**src/hdl/dtb_map.svh**
```systemverilog
// constants for the data tenure block: counts, timings, reset values
`ifndef DTB_MAP_SVH
`define DTB_MAP_SVH

// ********************************************************
// widths and depths
// ********************************************************
`define DTB_DATA_W 64
`define DTB_LANES 8
`define DTB_LANE_W 8
`define DTB_QDEPTH 4
`define DTB_BUF_DEPTH 2

// ********************************************************
// beats per tenure
// ********************************************************
`define DTB_SINGLE_BEATS 1
`define DTB_BURST_BEATS 4

// ********************************************************
// timing: busy is driven negated for at least half a bus cycle
// ********************************************************
`define DTB_CLK_PERIOD_PS 10000
`define DTB_BUSY_NEG_MIN_PS 5000
`define DTB_BUSY_NEG_CYC \
   ((`DTB_BUSY_NEG_MIN_PS + `DTB_CLK_PERIOD_PS - 1) / `DTB_CLK_PERIOD_PS)

// ********************************************************
// reset values
// ********************************************************
`define DTB_RST_DATA 64'h0000_0000_0000_0000
`define DTB_RST_PAR 8'hff

`endif

```
**src/hdl/dtb_pkg.sv**
```systemverilog
// types shared by the data tenure block
package dtb_pkg;

   // ********************************************************
   // tenure controller states
   // ********************************************************
   typedef enum logic [1:0] {
      ST_IDLE,
      ST_WRITE,
      ST_READ,
      ST_RELEASE
   } dtb_state_t;

   // one address tenure already issued, awaiting its data tenure
   typedef struct packed {
      logic write;
      logic burst;
   } dtb_tenure_t;

   // one data beat as it sits on the pins, parity included
   typedef struct packed {
      logic [0:63] data;
      logic [0:7] par;
   } dtb_beat_t;

endpackage

```
**src/hdl/dtb_top.sv**
```systemverilog
// data tenure controller: bus ownership, 64-bit data path, lane parity
//
// Contract
// - permit seen at grant lets an outstanding write jump ahead of reads; the code does so only once its first beat is buffered
// - without permit, data tenures follow address tenure order exactly
// - permit is looked at only on a qualified grant edge
// - no write pending at grant: ignore permit, serve next read
// - always take the bus when needed and grant is qualified; the code waits while a write's first beat is not yet buffered
// - busy asserts the cycle after the qualified grant
// - after final ack drive busy negated, then float it
// - busy input asserted means another master owns the bus
// - 64-bit two-way data bus in high and low halves
// - lanes 0-3 in the high half, lanes 4-7 in the low half
// - single beat for noncached, four beats for cache bursts
// - unselected write lanes carry undefined data
// - first write beat with busy, next beat after each ack
// - write data floats the cycle after the final ack
// - one odd parity bit per lane on writes
// - parity lines share the data lines' drive and float timing
// - check all lanes on reads; checkstop when checking enabled
// - grant qualified only with busy, data retry, address retry negated
// - parity error output two cycles after ack unless data retried
`timescale 1ns/1ps
`include "dtb_map.svh"
module dtb_top #(
   parameter int QDEPTH = `DTB_QDEPTH,
   parameter int REL_CYC = `DTB_BUSY_NEG_CYC
) (
   input wire logic mclk,
   input wire logic rst_n,
   input dtb_pkg::dtb_tenure_t tenure_in,
   input wire logic tenure_valid,
   output logic tenure_ready,
   input wire logic [0:63] wr_data,
   input wire logic wr_valid,
   output logic wr_ready,
   output logic [0:63] rd_data,
   output logic rd_valid,
   output logic tenure_done,
   input wire logic data_grant_n,
   input wire logic write_reorder_permit_n,
   input wire logic transfer_ack_n,
   input wire logic data_retry_n,
   input wire logic address_retry_n,
   input wire logic data_tenure_busy_n_in,
   output logic data_tenure_busy_n_out,
   output logic data_tenure_busy_n_oe,
   input wire logic [0:31] data_high_half_in,
   output logic [0:31] data_high_half_out,
   output logic data_high_half_oe,
   input wire logic [0:31] data_low_half_in,
   output logic [0:31] data_low_half_out,
   output logic data_low_half_oe,
   input wire logic [0:7] lane_parity_in,
   output logic [0:7] lane_parity_out,
   output logic lane_parity_oe,
   output logic parity_error_n_out,
   output logic parity_error_n_oe,
   input wire logic parity_check_enable,
   output logic checkstop
);
   import dtb_pkg::*;

   localparam int QI = (QDEPTH > 1) ? $clog2(QDEPTH) : 1;
   localparam int QC = $clog2(QDEPTH + 1);

   generate
      if (QDEPTH < 2 || REL_CYC < 1 || REL_CYC > 3) begin : g_bad_param
         $error("dtb_top: QDEPTH must be 2 or more, REL_CYC 1 to 3");
      end
   endgenerate

   // ********************************************************
   // lane parity helpers
   // ********************************************************
   // odd parity per lane: data bits plus parity bit hold an odd count
   function automatic logic [0:7] lane_par(input logic [0:63] d);
      logic [0:7] p;
      p = '0;
      for (int i = 0; i < `DTB_LANES; i++) begin
         p[i] = ~(^d[i*`DTB_LANE_W +: `DTB_LANE_W]);
      end
      return p;
   endfunction

   // a lane is bad when its nine bits xor to zero
   function automatic logic [0:7] lane_err(input logic [0:63] d, input logic [0:7] p);
      logic [0:7] e;
      e = '0;
      for (int i = 0; i < `DTB_LANES; i++) begin
         e[i] = ~(^{d[i*`DTB_LANE_W +: `DTB_LANE_W], p[i]});
      end
      return e;
   endfunction

   // ********************************************************
   // write beat buffer
   // ********************************************************
   dtb_beat_t wr_beat;
   dtb_beat_t head;
   logic head_valid;
   logic head_pop;

   // parity is made at push time so the pins come straight from flops
   assign wr_beat = '{data: wr_data, par: lane_par(wr_data)};

   dtb_buf #(
      .WIDTH($bits(dtb_beat_t)),
      .DEPTH(`DTB_BUF_DEPTH)
   ) i_dtb_buf (
      .mclk(mclk),
      .rst_n(rst_n),
      .in_data(wr_beat),
      .in_valid(wr_valid),
      .in_ready(wr_ready),
      .out_data(head),
      .out_valid(head_valid),
      .out_ready(head_pop)
   );

   // lanes 0-3 on the high half, 4-7 on the low half; whatever the core
   // put in unselected lanes goes out as is
   assign data_high_half_out = head.data[0:31];
   assign data_low_half_out = head.data[32:63];
   assign lane_parity_out = head.par;

   // ********************************************************
   // bus qualification
   // ********************************************************
   logic ta;
   logic qgrant;
   dtb_state_t state;

   assign ta = ~transfer_ack_n;
   // a busy input low from anyone keeps us off the bus
   assign qgrant = ~data_grant_n & data_tenure_busy_n_in & data_retry_n
      & address_retry_n;

   // ********************************************************
   // pending tenure queue, oldest in slot zero
   // ********************************************************
   dtb_tenure_t q [QDEPTH];
   dtb_tenure_t next_q [QDEPTH];
   logic [QC-1:0] q_cnt;
   logic [QC-1:0] next_cnt;
   logic next_tenure_ready;
   logic [QI-1:0] sel;
   logic wr_found;
   logic [QI-1:0] wr_idx;
   dtb_tenure_t pick;
   logic take;

   // oldest write, and which slot the grant will serve
   always_comb begin
      wr_found = 1'b0;
      wr_idx = '0;
      for (int i = QDEPTH - 1; i >= 0; i--) begin
         if (QC'(i) < q_cnt && q[i].write) begin
            wr_found = 1'b1;
            wr_idx = QI'(i);
         end
      end
      // permit counts only here, on the qualified grant; no pending write
      // (or no data for it yet) falls back to the oldest tenure
      if (qgrant && ~write_reorder_permit_n && wr_found && head_valid) begin
         sel = wr_idx;
      end else begin
         sel = '0;
      end
      pick = q[sel];
      // a write without its first beat would stall the bus, so wait
      take = (state == ST_IDLE) && qgrant && (q_cnt != '0)
         && (!pick.write || head_valid);
   end

   // remove the served slot, close the gap, append the new tenure
   always_comb begin
      next_cnt = q_cnt;
      for (int i = 0; i < QDEPTH; i++) begin
         if (take && QI'(i) >= sel && i < QDEPTH - 1) begin
            next_q[i] = q[i+1];
         end else begin
            next_q[i] = q[i];
         end
      end
      if (take) begin
         next_cnt = q_cnt - QC'(1);
      end
      if (tenure_valid && tenure_ready) begin
         next_q[next_cnt[QI-1:0]] = tenure_in;
         next_cnt = next_cnt + QC'(1);
      end
      next_tenure_ready = next_cnt < QC'(QDEPTH);
   end

   always_ff @(posedge mclk) begin
      if (!rst_n) begin
         q_cnt <= '0;
         tenure_ready <= 1'b0;
         for (int i = 0; i < QDEPTH; i++) begin
            q[i] <= '0;
         end
      end else begin
         q_cnt <= next_cnt;
         tenure_ready <= next_tenure_ready;
         q <= next_q;
      end
   end

   // ********************************************************
   // data tenure sequencer and read path
   // ********************************************************
   dtb_state_t next_state;
   logic [1:0] beats_left;
   logic [1:0] next_beats_left;
   logic [1:0] rel_cnt;
   logic [1:0] next_rel_cnt;
   logic drive;
   logic next_drive;
   logic busy_oe;
   logic next_busy_oe;
   logic busy_n;
   logic next_busy_n;
   logic cap_v;
   logic next_cap_v;
   logic cap_err;
   logic next_cap_err;
   logic [0:63] cap_data;
   logic [0:63] next_cap_data;
   logic [0:63] next_rd_data;
   logic next_rd_valid;
   logic next_perr;
   logic next_checkstop;
   logic next_done;
   logic perr_oe;
   logic final_ta;

   assign final_ta = ta && (beats_left == 2'd0);
   assign head_pop = (state == ST_WRITE) && ta;

   always_comb begin
      next_state = state;
      next_beats_left = beats_left;
      next_rel_cnt = rel_cnt;
      next_drive = drive;
      next_busy_oe = busy_oe;
      next_busy_n = busy_n;
      next_done = 1'b0;
      next_cap_v = 1'b0;
      next_cap_err = 1'b0;
      next_cap_data = cap_data;
      case (state)
         ST_IDLE: begin
            if (take) begin
               // busy and first write beat land together, one cycle on
               next_busy_n = 1'b0;
               next_busy_oe = 1'b1;
               next_drive = pick.write;
               next_beats_left = pick.burst ? 2'(`DTB_BURST_BEATS - 1)
                  : 2'(`DTB_SINGLE_BEATS - 1);
               next_state = pick.write ? ST_WRITE : ST_READ;
            end
         end
         ST_WRITE, ST_READ: begin
            if (state == ST_READ && ta) begin
               // responder's data is valid with its ack; check every lane
               next_cap_v = 1'b1;
               next_cap_data = {data_high_half_in, data_low_half_in};
               next_cap_err = |lane_err({data_high_half_in, data_low_half_in},
                  lane_parity_in);
            end
            if (ta) begin
               next_beats_left = beats_left - 2'd1;
            end
            if (final_ta) begin
               next_drive = 1'b0;
               next_busy_n = 1'b1;
               next_rel_cnt = 2'(REL_CYC - 1);
               next_done = 1'b1;
               next_state = ST_RELEASE;
            end
         end
         ST_RELEASE: begin
            // negated for a full cycle covers the half-cycle minimum
            if (rel_cnt == 2'd0) begin
               next_busy_oe = 1'b0;
               next_state = ST_IDLE;
            end else begin
               next_rel_cnt = rel_cnt - 2'd1;
            end
         end
         default: begin
            next_state = ST_IDLE;
            next_drive = 1'b0;
            next_busy_oe = 1'b0;
            next_busy_n = 1'b1;
         end
      endcase
      // a retry in the cycle after the ack withdraws the beat and its error
      next_rd_valid = cap_v & data_retry_n;
      next_rd_data = cap_v ? cap_data : rd_data;
      next_perr = cap_v & cap_err & data_retry_n;
      next_checkstop = checkstop | (next_perr & parity_check_enable);
   end

   always_ff @(posedge mclk) begin
      if (!rst_n) begin
         state <= ST_IDLE;
         beats_left <= 2'd0;
         rel_cnt <= 2'd0;
         drive <= 1'b0;
         busy_oe <= 1'b0;
         busy_n <= 1'b1;
         cap_v <= 1'b0;
         cap_err <= 1'b0;
         cap_data <= `DTB_RST_DATA;
         rd_data <= `DTB_RST_DATA;
         rd_valid <= 1'b0;
         perr_oe <= 1'b0;
         checkstop <= 1'b0;
         tenure_done <= 1'b0;
      end else begin
         state <= next_state;
         beats_left <= next_beats_left;
         rel_cnt <= next_rel_cnt;
         drive <= next_drive;
         busy_oe <= next_busy_oe;
         busy_n <= next_busy_n;
         cap_v <= next_cap_v;
         cap_err <= next_cap_err;
         cap_data <= next_cap_data;
         rd_data <= next_rd_data;
         rd_valid <= next_rd_valid;
         perr_oe <= next_perr;
         checkstop <= next_checkstop;
         tenure_done <= next_done;
      end
   end

   // one enable flop feeds data and parity alike, so they cannot drift
   assign data_high_half_oe = drive;
   assign data_low_half_oe = drive;
   assign lane_parity_oe = drive;
   assign data_tenure_busy_n_out = busy_n;
   assign data_tenure_busy_n_oe = busy_oe;
   // open-drain: only ever pulls low, enable carries the pulse
   assign parity_error_n_out = 1'b0;
   assign parity_error_n_oe = perr_oe;
endmodule // dtb_top

```
**src/hdl/dtb_buf.sv**
```systemverilog
// shift-register buffer: head entry is always slot zero
`timescale 1ns/1ps
module dtb_buf #(
   parameter int WIDTH = 72,
   parameter int DEPTH = 2
) (
   input wire logic mclk,
   input wire logic rst_n,
   input wire logic [WIDTH-1:0] in_data,
   input wire logic in_valid,
   output logic in_ready,
   output logic [WIDTH-1:0] out_data,
   output logic out_valid,
   input wire logic out_ready
);
   import dtb_pkg::*;

   // ********************************************************
   // storage
   // ********************************************************
   logic [WIDTH-1:0] mem [DEPTH];
   logic [WIDTH-1:0] next_mem [DEPTH];
   logic [DEPTH-1:0] vld;
   logic [DEPTH-1:0] next_vld;
   logic push;
   logic pop;
   logic [DEPTH-1:0] kept;

   generate
      if (DEPTH < 2) begin : g_bad_depth
         $error("dtb_buf needs at least two entries");
      end
   endgenerate

   // head and fullness come straight from flops
   assign out_data = mem[0];
   assign out_valid = vld[0];
   assign in_ready = ~vld[DEPTH-1];
   assign push = in_valid & ~vld[DEPTH-1];
   assign pop = out_ready & vld[0];

   // shift down on pop, then write into the first free slot
   always_comb begin
      for (int i = 0; i < DEPTH; i++) begin
         if (pop && i < DEPTH - 1) begin
            next_mem[i] = mem[i+1];
            next_vld[i] = vld[i+1];
         end else if (pop) begin
            next_mem[i] = mem[i];
            next_vld[i] = 1'b0;
         end else begin
            next_mem[i] = mem[i];
            next_vld[i] = vld[i];
         end
      end
      // judge free slots on the shifted state only, else one push fills them all
      kept = next_vld;
      for (int i = 0; i < DEPTH; i++) begin
         if (push && !kept[i] && (i == 0 || kept[(i > 0) ? i - 1 : 0])) begin
            next_mem[i] = in_data;
            next_vld[i] = 1'b1;
         end
      end
   end

   always_ff @(posedge mclk) begin
      if (!rst_n) begin
         vld <= '0;
         for (int i = 0; i < DEPTH; i++) begin
            mem[i] <= '0;
         end
      end else begin
         vld <= next_vld;
         mem <= next_mem;
      end
   end

endmodule // dtb_buf

```
**config.mk**
```make
export PLATFORM = sky130hd
export DESIGN_NAME = dtb_top
export DESIGN_NICKNAME = d
export VERILOG_FILES = /design/src/hdl/dtb_pkg.sv /design/src/hdl/dtb_top.sv /design/src/hdl/dtb_buf.sv
export VERILOG_INCLUDE_DIRS = /design/src /design/src/hdl
export SDC_FILE = /design/constraint.sdc
export NUM_CORES = 1
export LEC_CHECK = 0
export ABC_AREA = 1
export BUFFER_PORTS_ARGS = -buffer_cell sky130_fd_sc_hd__buf_2
export CAP_MARGIN = 10
export CORE_MARGIN = 2
export CORE_UTILIZATION = 45
export DETAILED_ROUTE_END_ITERATION = 16
export PLACE_DENSITY_LB_ADDON = 0.2
export SYNTH_ARGS = -nofsm -noshare
export SYNTH_HDL_FRONTEND = slang
export SYNTH_SLANG_ARGS = --single-unit
```
**constraint.sdc**
```tcl
create_clock -name mclk -period 1.85 [get_ports mclk]
set_input_delay 0.0925 -clock mclk [delete_from_list [all_inputs] [get_ports mclk]]
set_output_delay 0.0925 -clock mclk [all_outputs]
set_load 0.01 [all_outputs]
```
==> implementation parameters, run 1 <==
Parameter                              Value

CTS
  TritonCTS clock tree    done
  Clk_lat worst skew    0.49 ns
  Bufs on Longest Clock Path    3
  TritonCTS buffer count    34
  Clock Root Buffer    sky130_fd_sc_hd__clkbuf_16
  Number of clock sinks    301
  H-tree lvl count    2
  CTS clk-pin slew, worst paths    0.06 ns

STA
  Clock tree skew after final layout    0.00664 ns
  Slew Limit Fails    0
  Total count of hold-check failures in the final report    0
  Hold slack final    0.0262 ns
  Rel. slew slack    0.594
  Upper clock frequency limit    575 MHz
  Min Tclk post-route    1.74 ns
  Worst Max-Slew Pin Slew    0.610 ns
  Final setup violating endpoints    0
  Sum Neg Setup Slack    0 ns
  Unrepaired setup endpoints after global routing    yes
  Period utilization    0.940

Cells and area
  Layout Area Growth over Synthesis    29.1%
  Non-filler cells in the finished layout    2520
  Fraction of final layout cells sized beyond drive strength 1    0.200
  Final layout net count    2262
  Final Core Density    0.590
  Total of fill cells in the finished design    2687

Worst setup path
  Cell Chain, Critical Path    buf_4 > ha_1 > nand3_1 > nand2_1 > nand2_4 > buf_4 > nand3_1 > a31oi_1
  Largest stage delay on the critical path    0.31 ns
  Nature of the critical path startpoint    flop
  Endpoint required time on the critical path    2.27 ns
  Top Family by Delay on Critical Path    simple AND/OR/NAND/NOR gates
  Reg2Reg Setup Slack    0.11 ns
  Worst Path Class, Setup    flop to flop
  Type of destination of the critical path    flop
  Maximum fanout along the worst path    21
  Arrival time at the worst endpoint    2.16 ns
  R2r startpoint    state[0]$_SDFFE_PN0P_
  Reg2reg end    i_dtb_buf.out_data[56]$_SDFFE_PN0P_
  Highest-delay cell along the critical path    sky130_fd_sc_hd__dfxtp_1
  Count of buffering cells on the critical path with inverters included    2
  Logic depth of the worst register-to-register path    8

Floorplanning
  Boundary pin count    297
  Die area    31600 µm²
  Die Height    178 µm
  Initial core utilization    0.457
  Area of the core    29700 µm²
  Number of placement rows    63
  Chip width    178 µm

Pwr
  Sum of internal, switching and leakage power    16.4 mW
  Switching power as a share of total power    0.262
  Power per Cell Area    935 nW/µm²
  Sequential Power Share    0.428
  Switching power total    4.29 mW
  Relative contribution of the clock network to total power    0.409
  Logic pwr share    0.163
  Static power due to leakage    7.45 nW
  Cell internal pwr    12.1 mW
  Max IR drop VDD    0.000685 V

Place
  Port bufs    295
  Placed Instances    2320
  Total half-perimeter wirelength after legalization and detailed placement    22200 µm
  Final GP Congestion    0.802

Logic synthesis
  Number of enable flip-flop cells after synthesis    0
  Proportion of synthesized chip area in sequential cells    0.444
  Asr flop ratio synth    0
  Mapped Cells    1799
  Syn_nets    1957
  Most frequently used flop master after synthesis    sky130_fd_sc_hd__dfxtp_1
  Per-instance average area after synthesis    7.55 µm²
  Yosys synthesis warning count    0
  Netlist area before placement    13600 µm²
  Number of library cell types mapped by synthesis    35
  Flop and latch count out of synthesis    301

Drt
  Routed via count divided by cell count    5.01
  Remaining antenna violation count    0
  Via Count    12600
  # DRC    0
  Wire length per cell after detailed routing    14.2 µm
  Total iterations of the first detailed-routing run    5
  Routed wire length    35800 µm
  Iteration-0 DRC count of the detailed router    829

Global route
  Met3 Track Usage GR    0.0529
  Global routing met2 resource utilization    0.362
  Pin count of the biggest net entering global routing    158
  Met1 track utilization from global routing    0.281
  Number of global-route vias before repair    11800
  Busiest layer in global routing    met2
  Antenna violations before repair    1
  Global-route wire length before repair    57200 µm
  Overall global routing resource usage    0.216
  Grt total ovfl    0

Run status
  Run status    completed

Hold path
  Hold-critical path endpoint    cap_v$_SDFF_PN0_
  Class of the tightest hold or removal check    input pin to flop
  Number of instances on the worst hold path    4
  Critical hold path startpoint    transfer_ack_n

Job
  Total of max-cap violations    0
==> metrics by stage <==
step,cell area [µm²],setup slack (ns)
after floorplan,13600,0.120
after global placement,14900,0.151
after detailed placement,14900,0.100
after CTS,17400,0.0681
after global routing,17500,-0.0108
final,17500,0.112
==> layout by cell type (no fill, tap or decap), types with 7 or more instances in the layout <==
cell	n
sky130_fd_sc_hd__inv_1	120
sky130_fd_sc_hd__o21ai_0	142
sky130_fd_sc_hd__ha_1	7
sky130_fd_sc_hd__a31oi_1	64
sky130_fd_sc_hd__dlygate4sd3_1	135
sky130_fd_sc_hd__clkinv_2	9
sky130_fd_sc_hd__buf_2	294
sky130_fd_sc_hd__nand3b_1	8
sky130_fd_sc_hd__inv_2	10
sky130_fd_sc_hd__dfxtp_1	300
sky130_fd_sc_hd__nand3_1	169
sky130_fd_sc_hd__a21oi_1	223
sky130_fd_sc_hd__buf_4	15
sky130_fd_sc_hd__nor2_1	34
sky130_fd_sc_hd__buf_12	13
sky130_fd_sc_hd__clkbuf_1	7
sky130_fd_sc_hd__xor2_1	34
sky130_fd_sc_hd__nand2_2	8
sky130_fd_sc_hd__nand2_1	376
sky130_fd_sc_hd__xnor2_1	72
sky130_fd_sc_hd__clkbuf_16	40
==> state kept, by name (all words and copies together), names as in the netlist, 2 cells and up, named ones only <==
name and count:
state 2, beats_left 2, rd_data 64, i_dtb_buf.out_data 72
q 6, i_dtb_buf.vld 2, rel_cnt 2, cap_data 64
q_cnt 3, i_dtb_buf.mem 72
==> power by group through the flow <==
stage               logic (mW)  clock network [mW]  registers [mW]
finish                    2.68                6.70            7.02
floorplan                 1.70                   0            7.14
global route              2.99                7.15            7.06
global placement          2.34                   0            7.15
CTS                       2.62                6.88            7.02
detailed placement        2.38                   0            7.16
==> cell type report <==
type | instances | area (µm²) | area share
tap | 390 | 488 | 0.0278
multi-input combinational | 1173 | 6080 | 0.347
sequential | 301 | 6030 | 0.344
clock buffer | 51 | 1060 | 0.0604
antenna | 1 | 2.50 | 0.000143
timing repair buffer | 462 | 3300 | 0.188
inverter | 132 | 500 | 0.0285
clock inverter | 10 | 75.1 | 0.00428
==> logic make-up after synthesis <==
kind of cell / count (synthesis) / synth area share
AO/OA/AOI/OAI: 438 / 0.169
XOR/XNOR: 108 / 0.0702
adder cells (fa/ha/maj): 9 / 0.00829
buffers and inverters: 325 / 0.114
flip-flops: 301 / 0.444
other: 1 / 0.000276
AND/OR/NAND/NOR: 617 / 0.194
==> worst max-delay path by stage <==
| stage | startpoint | endpoint | slack (ns) | depth (start not counted) |
|---|---|---|---|---|
| floorplan | q_cnt[0]$_SDFF_PN0_ | q[6]$_SDFF_PN0_ | 0.12 | 9 |
| global placement | q_cnt[0]$_SDFF_PN0_ | q[7]$_SDFF_PN0_ | 0.15 | 9 |
| detailed placement | state[0]$_SDFFE_PN0P_ | i_dtb_buf.out_data[58]$_SDFFE_PN0P_ | 0.10 | 8 |
| CTS | state[0]$_SDFFE_PN0P_ | i_dtb_buf.out_data[58]$_SDFFE_PN0P_ | 0.07 | 8 |
| global route | q_cnt[0]$_SDFF_PN0_ | beats_left[0]$_SDFFE_PN0P_ | -0.01 | 14 |
| finish | state[0]$_SDFFE_PN0P_ | i_dtb_buf.out_data[56]$_SDFFE_PN0P_ | 0.11 | 8 |
==> layer usage <==
metal  wire length [µm]  vias to the layer above
met1              15900                     5767
li1                   -                     6458
met2              16900                      356
met4                508                        2
met5                  7                        -
met3               2530                       47
==> synthesized netlist by cell type (2+ instances only) <==
library cell / instances / area share
sky130_fd_sc_hd__nand2_1: 380 / 0.11
sky130_fd_sc_hd__dfxtp_1: 301 / 0.44
sky130_fd_sc_hd__or2_2: 3 / 0.0014
sky130_fd_sc_hd__xor2_1: 35 / 0.023
sky130_fd_sc_hd__nand3b_1: 8 / 0.0044
sky130_fd_sc_hd__buf_1: 4 / 0.0011
sky130_fd_sc_hd__o21ai_0: 142 / 0.052
sky130_fd_sc_hd__ha_1: 9 / 0.0083
sky130_fd_sc_hd__nor2_2: 5 / 0.0023
sky130_fd_sc_hd__nand2_2: 5 / 0.0023
sky130_fd_sc_hd__inv_1: 121 / 0.033
sky130_fd_sc_hd__nand3_1: 173 / 0.064
sky130_fd_sc_hd__buf_2: 38 / 0.014
sky130_fd_sc_hd__o21ai_1: 2 / 0.00074
sky130_fd_sc_hd__a31oi_1: 64 / 0.029
sky130_fd_sc_hd__xnor2_1: 72 / 0.046
sky130_fd_sc_hd__clkbuf_1: 75 / 0.021
sky130_fd_sc_hd__nor2_1: 35 / 0.0097
sky130_fd_sc_hd__buf_4: 76 / 0.042
sky130_fd_sc_hd__inv_2: 10 / 0.0028
sky130_fd_sc_hd__nor2_4: 2 / 0.0017
sky130_fd_sc_hd__a21oi_1: 224 / 0.083
sky130_fd_sc_hd__nand4_1: 3 / 0.0014
==> repair_timing <==
item,CTS,global route
setup endpoints to repair,0,54
hold endpoints to repair,207,0
buffers inserted,0,1
hold buffers,135,0
gates resized for setup,0,18
==> worst min-delay path, stage by stage <==
cell and delay [ns]:
sky130_fd_sc_hd__buf_2 0.12, sky130_fd_sc_hd__inv_2 0.08, sky130_fd_sc_hd__nand3_4 0.12, sky130_fd_sc_hd__nor2_1 0.06
(Power assumes the default switching activity.)
==> run 2: changes to the inputs <==
--- a/config.mk
+++ b/config.mk
@@ -10,8 +10,9 @@
 export BUFFER_PORTS_ARGS = -buffer_cell sky130_fd_sc_hd__buf_2
 export CAP_MARGIN = 10
 export CORE_MARGIN = 2
-export CORE_UTILIZATION = 45
+export CORE_UTILIZATION = 49
 export DETAILED_ROUTE_END_ITERATION = 16
+export GPL_TIMING_DRIVEN = 0
 export PLACE_DENSITY_LB_ADDON = 0.2
 export SYNTH_ARGS = -nofsm -noshare
 export SYNTH_HDL_FRONTEND = slang
==> run 2 against run 1 <==
Net effect:
- cell count rose by 5.5%
- via count grew 5.8%
- clock skew increased by 0.0025 ns
- setup slack improved by 0.013 ns
- critical path depth is 3 higher
- non-clock buffer count up 158
- sequential cell count stayed put
- register-to-register slack about the same
- final area increased by 3.5%
- combinational power grew 7%
==> implementation parameters, run 2 (synthesized netlist as in run 1, its figures left out) <==
Parameter                              Value

Drt
  Iteration-0 DRC count of the detailed router    855 (was 829)
  Wire length per cell after detailed routing    14.8 µm (was 14.2 µm)
  Total iterations of the first detailed-routing run    7 (was 5)
  # DRC    0 (unchanged)
  Via Count    13400 (was 12600)
  Routed wire length    39300 µm (was 35800 µm)
  Routed via count divided by cell count    5.03 (was 5.01)
  Remaining antenna violation count    0 (unchanged)

Global route
  Overall global routing resource usage    0.262 (was 0.216)
  Grt total ovfl    0 (unchanged)
  Antenna violations before repair    4 (was 1)
  Pin count of the biggest net entering global routing    13 (was 158)
  Number of global-route vias before repair    12800 (was 11800)
  Global-route wire length before repair    62400 µm (was 57200 µm)

STA
  Period utilization    0.933 (was 0.940)
  Clock tree skew after final layout    0.00917 ns (was 0.00664 ns)
  Unrepaired setup endpoints after global routing    yes (unchanged)
  Hold slack final    0.133 ns (was 0.0262 ns)
  Final setup violating endpoints    0 (unchanged)
  Worst Max-Slew Pin Slew    0.706 ns (was 0.610 ns)
  Min Tclk post-route    1.73 ns (was 1.74 ns)
  Sum Neg Setup Slack    0 ns (unchanged)
  Upper clock frequency limit    580 MHz (was 575 MHz)
  Total count of hold-check failures in the final report    0 (unchanged)
  Rel. slew slack    0.530 (was 0.594)
  Slew Limit Fails    0 (unchanged)

CTS
  TritonCTS clock tree    done (unchanged)
  Clk_lat worst skew    0.51 ns (was 0.49 ns)
  CTS clk-pin slew, worst paths    0.06 ns (about the same)
  Number of clock sinks    301 (unchanged)
  TritonCTS buffer count    34 (unchanged)
  Bufs on Longest Clock Path    3 (unchanged)
  H-tree lvl count    2 (unchanged)
  Clock Root Buffer    sky130_fd_sc_hd__clkbuf_16 (unchanged)

Worst setup path
  Worst path most repeated cell    sky130_fd_sc_hd__inv_2
  Count of buffering cells on the critical path with inverters included    2 (unchanged)
  Type of destination of the critical path    flop (unchanged)
  Maximum fanout along the worst path    6 (was 21)
  Highest-delay cell along the critical path    sky130_fd_sc_hd__dfxtp_4 (was sky130_fd_sc_hd__dfxtp_1)
  Worst Path Class, Setup    flop to flop (unchanged)
  Cell Chain, Critical Path    inv_2 > ha_2 > a21oi_4 > nand3_4 > xor2_4 > nor2_4 > nand2_4 > inv_2 > nand2_2 > nand2_1 > nor2_1 (was buf_4 > ha_1 > nand3_1 > nand2_1 > nand2_4 > buf_4 > nand3_1 > a31oi_1)
  Arrival time at the worst endpoint    2.09 ns (was 2.16 ns)
  Top Family by Delay on Critical Path    simple AND/OR/NAND/NOR gates (unchanged)
  Largest stage delay on the critical path    0.37 ns (was 0.31 ns)
  Nature of the critical path startpoint    flop (unchanged)
  Endpoint required time on the critical path    2.21 ns (was 2.27 ns)

Cells and area
  Leading cell types in the layout, fill and taps excluded    sky130_fd_sc_hd__nand2_1, sky130_fd_sc_hd__buf_2, sky130_fd_sc_hd__dfxtp_1 (was sky130_fd_sc_hd__nand2_1, sky130_fd_sc_hd__dfxtp_1, sky130_fd_sc_hd__buf_2)
  Total of fill cells in the finished design    2306 (was 2687)
  Final Core Density    0.669 (was 0.590)
  Finished layout cell area    18100 µm² (was 17500 µm²)
  Fraction of final layout cells sized beyond drive strength 1    0.233 (was 0.200)
  Layout Area Growth over Synthesis    33.6% (was 29.1%)
  Final layout net count    2420 (was 2262)
  Most frequent standard cell in the layout excluding fill and tap cells    sky130_fd_sc_hd__nand2_1 (unchanged)

Place
  Port bufs    289 (was 295)
  Area after detailed placement    15500 µm² (was 14900 µm²)
  Total half-perimeter wirelength after legalization and detailed placement    27600 µm (was 22200 µm)
  Final GP Congestion    0.869 (was 0.802)

Pwr
  Max IR drop VDD    0.000920 V (was 0.000685 V)
  Static power due to leakage    7.92 nW (was 7.45 nW)
  Power per Cell Area    914 nW/µm² (was 935 nW/µm²)

Floorplanning
  Chip width    171 µm (was 178 µm)
  Number of placement rows    60 (was 63)
  Die area    29100 µm² (was 31600 µm²)
  Area of the core    27100 µm² (was 29700 µm²)
  Die Height    171 µm (was 178 µm)
  Boundary pin count    297 (unchanged)
  Initial core utilization    0.501 (was 0.457)

Hold path
  Class of the tightest hold or removal check    input pin to flop (unchanged)

Run status
  Run status    completed (unchanged)

Job
  Total of max-cap violations    0 (unchanged)
-- run 2: through the flow --
step / power, mW / setup slack, ns / std cells
after floorplan: 8.83 / 0.120 / 1799
after global placement: 9.65 / -0.149 / 2460
after detailed placement: 9.71 / -0.200 / 2460
after CTS: 16.6 / -0.00390 / 2653
after global routing: 17.2 / -0.00592 / 2657
final: 16.6 / 0.125 / 2659
-- run 2: final cells by class --
type	count	area, µm²	area share
timing repair buffer	427	2820	0.155
antenna	4	10.0	0.000552
clock buffer	50	1040	0.0576
sequential	301	6030	0.332
tap	372	465	0.0257
inverter	132	500	0.0276
buffer	193	1140	0.0628
clock inverter	7	66.3	0.00365
multi-input combinational	1173	6070	0.334
-- run 2: metal layers --
| layer | GRT usage | vias to the layer above | share of wire |
|---|---|---|---|
| met5 | 0 | - | 0.00028 |
| met4 | 0.0799 | 2 | 0.025 |
| met3 | 0.0594 | 69 | 0.071 |
| met2 | 0.466 | 408 | 0.48 |
| met1 | 0.315 | 6103 | 0.42 |
| li1 | - | 6780 | - |
-- run 2: timing repair --
action	4_1_cts	5_1_grt
endpoints found under the hold margin	206	0
setup endpoints to repair	111	195
pin swaps	1	2
hold buffers	135	0
setup buffers	1	2
gates resized for setup	36	49
-- run 2: tightest hold or removal path, delay by kind of cell --
family / cells / cell delay, ns
buffers and inverters: 2 / 0.33
AOI/OAI and AO/OA: 2 / 0.16
-- run 2: final timing paths --
kind / start / endpoint / slack (ns) / depth (start not counted)
max: q_cnt[0]$_SDFF_PN0_ / tenure_ready$_SDFF_PN0_ / 0.12 / 11
min: rst_n / cap_data[53]$_SDFFE_PN0P_ / 0.13 / 4
max reg2reg: q_cnt[0]$_SDFF_PN0_ / tenure_ready$_SDFF_PN0_ / 0.12 / 11
min reg2reg: cap_data[5]$_SDFFE_PN0P_ / cap_data[5]$_SDFFE_PN0P_ / 0.45 / 2
-- run 2: report_power, final --
part	switching, mW	leakage [nW]	internal (mW)	total [mW]
logic	1.59	4.93	1.28	2.87
registers	0.177	2.44	6.85	7.02
clock network	2.64	0.547	4.04	6.68
total	4.41	7.92	12.2	16.6
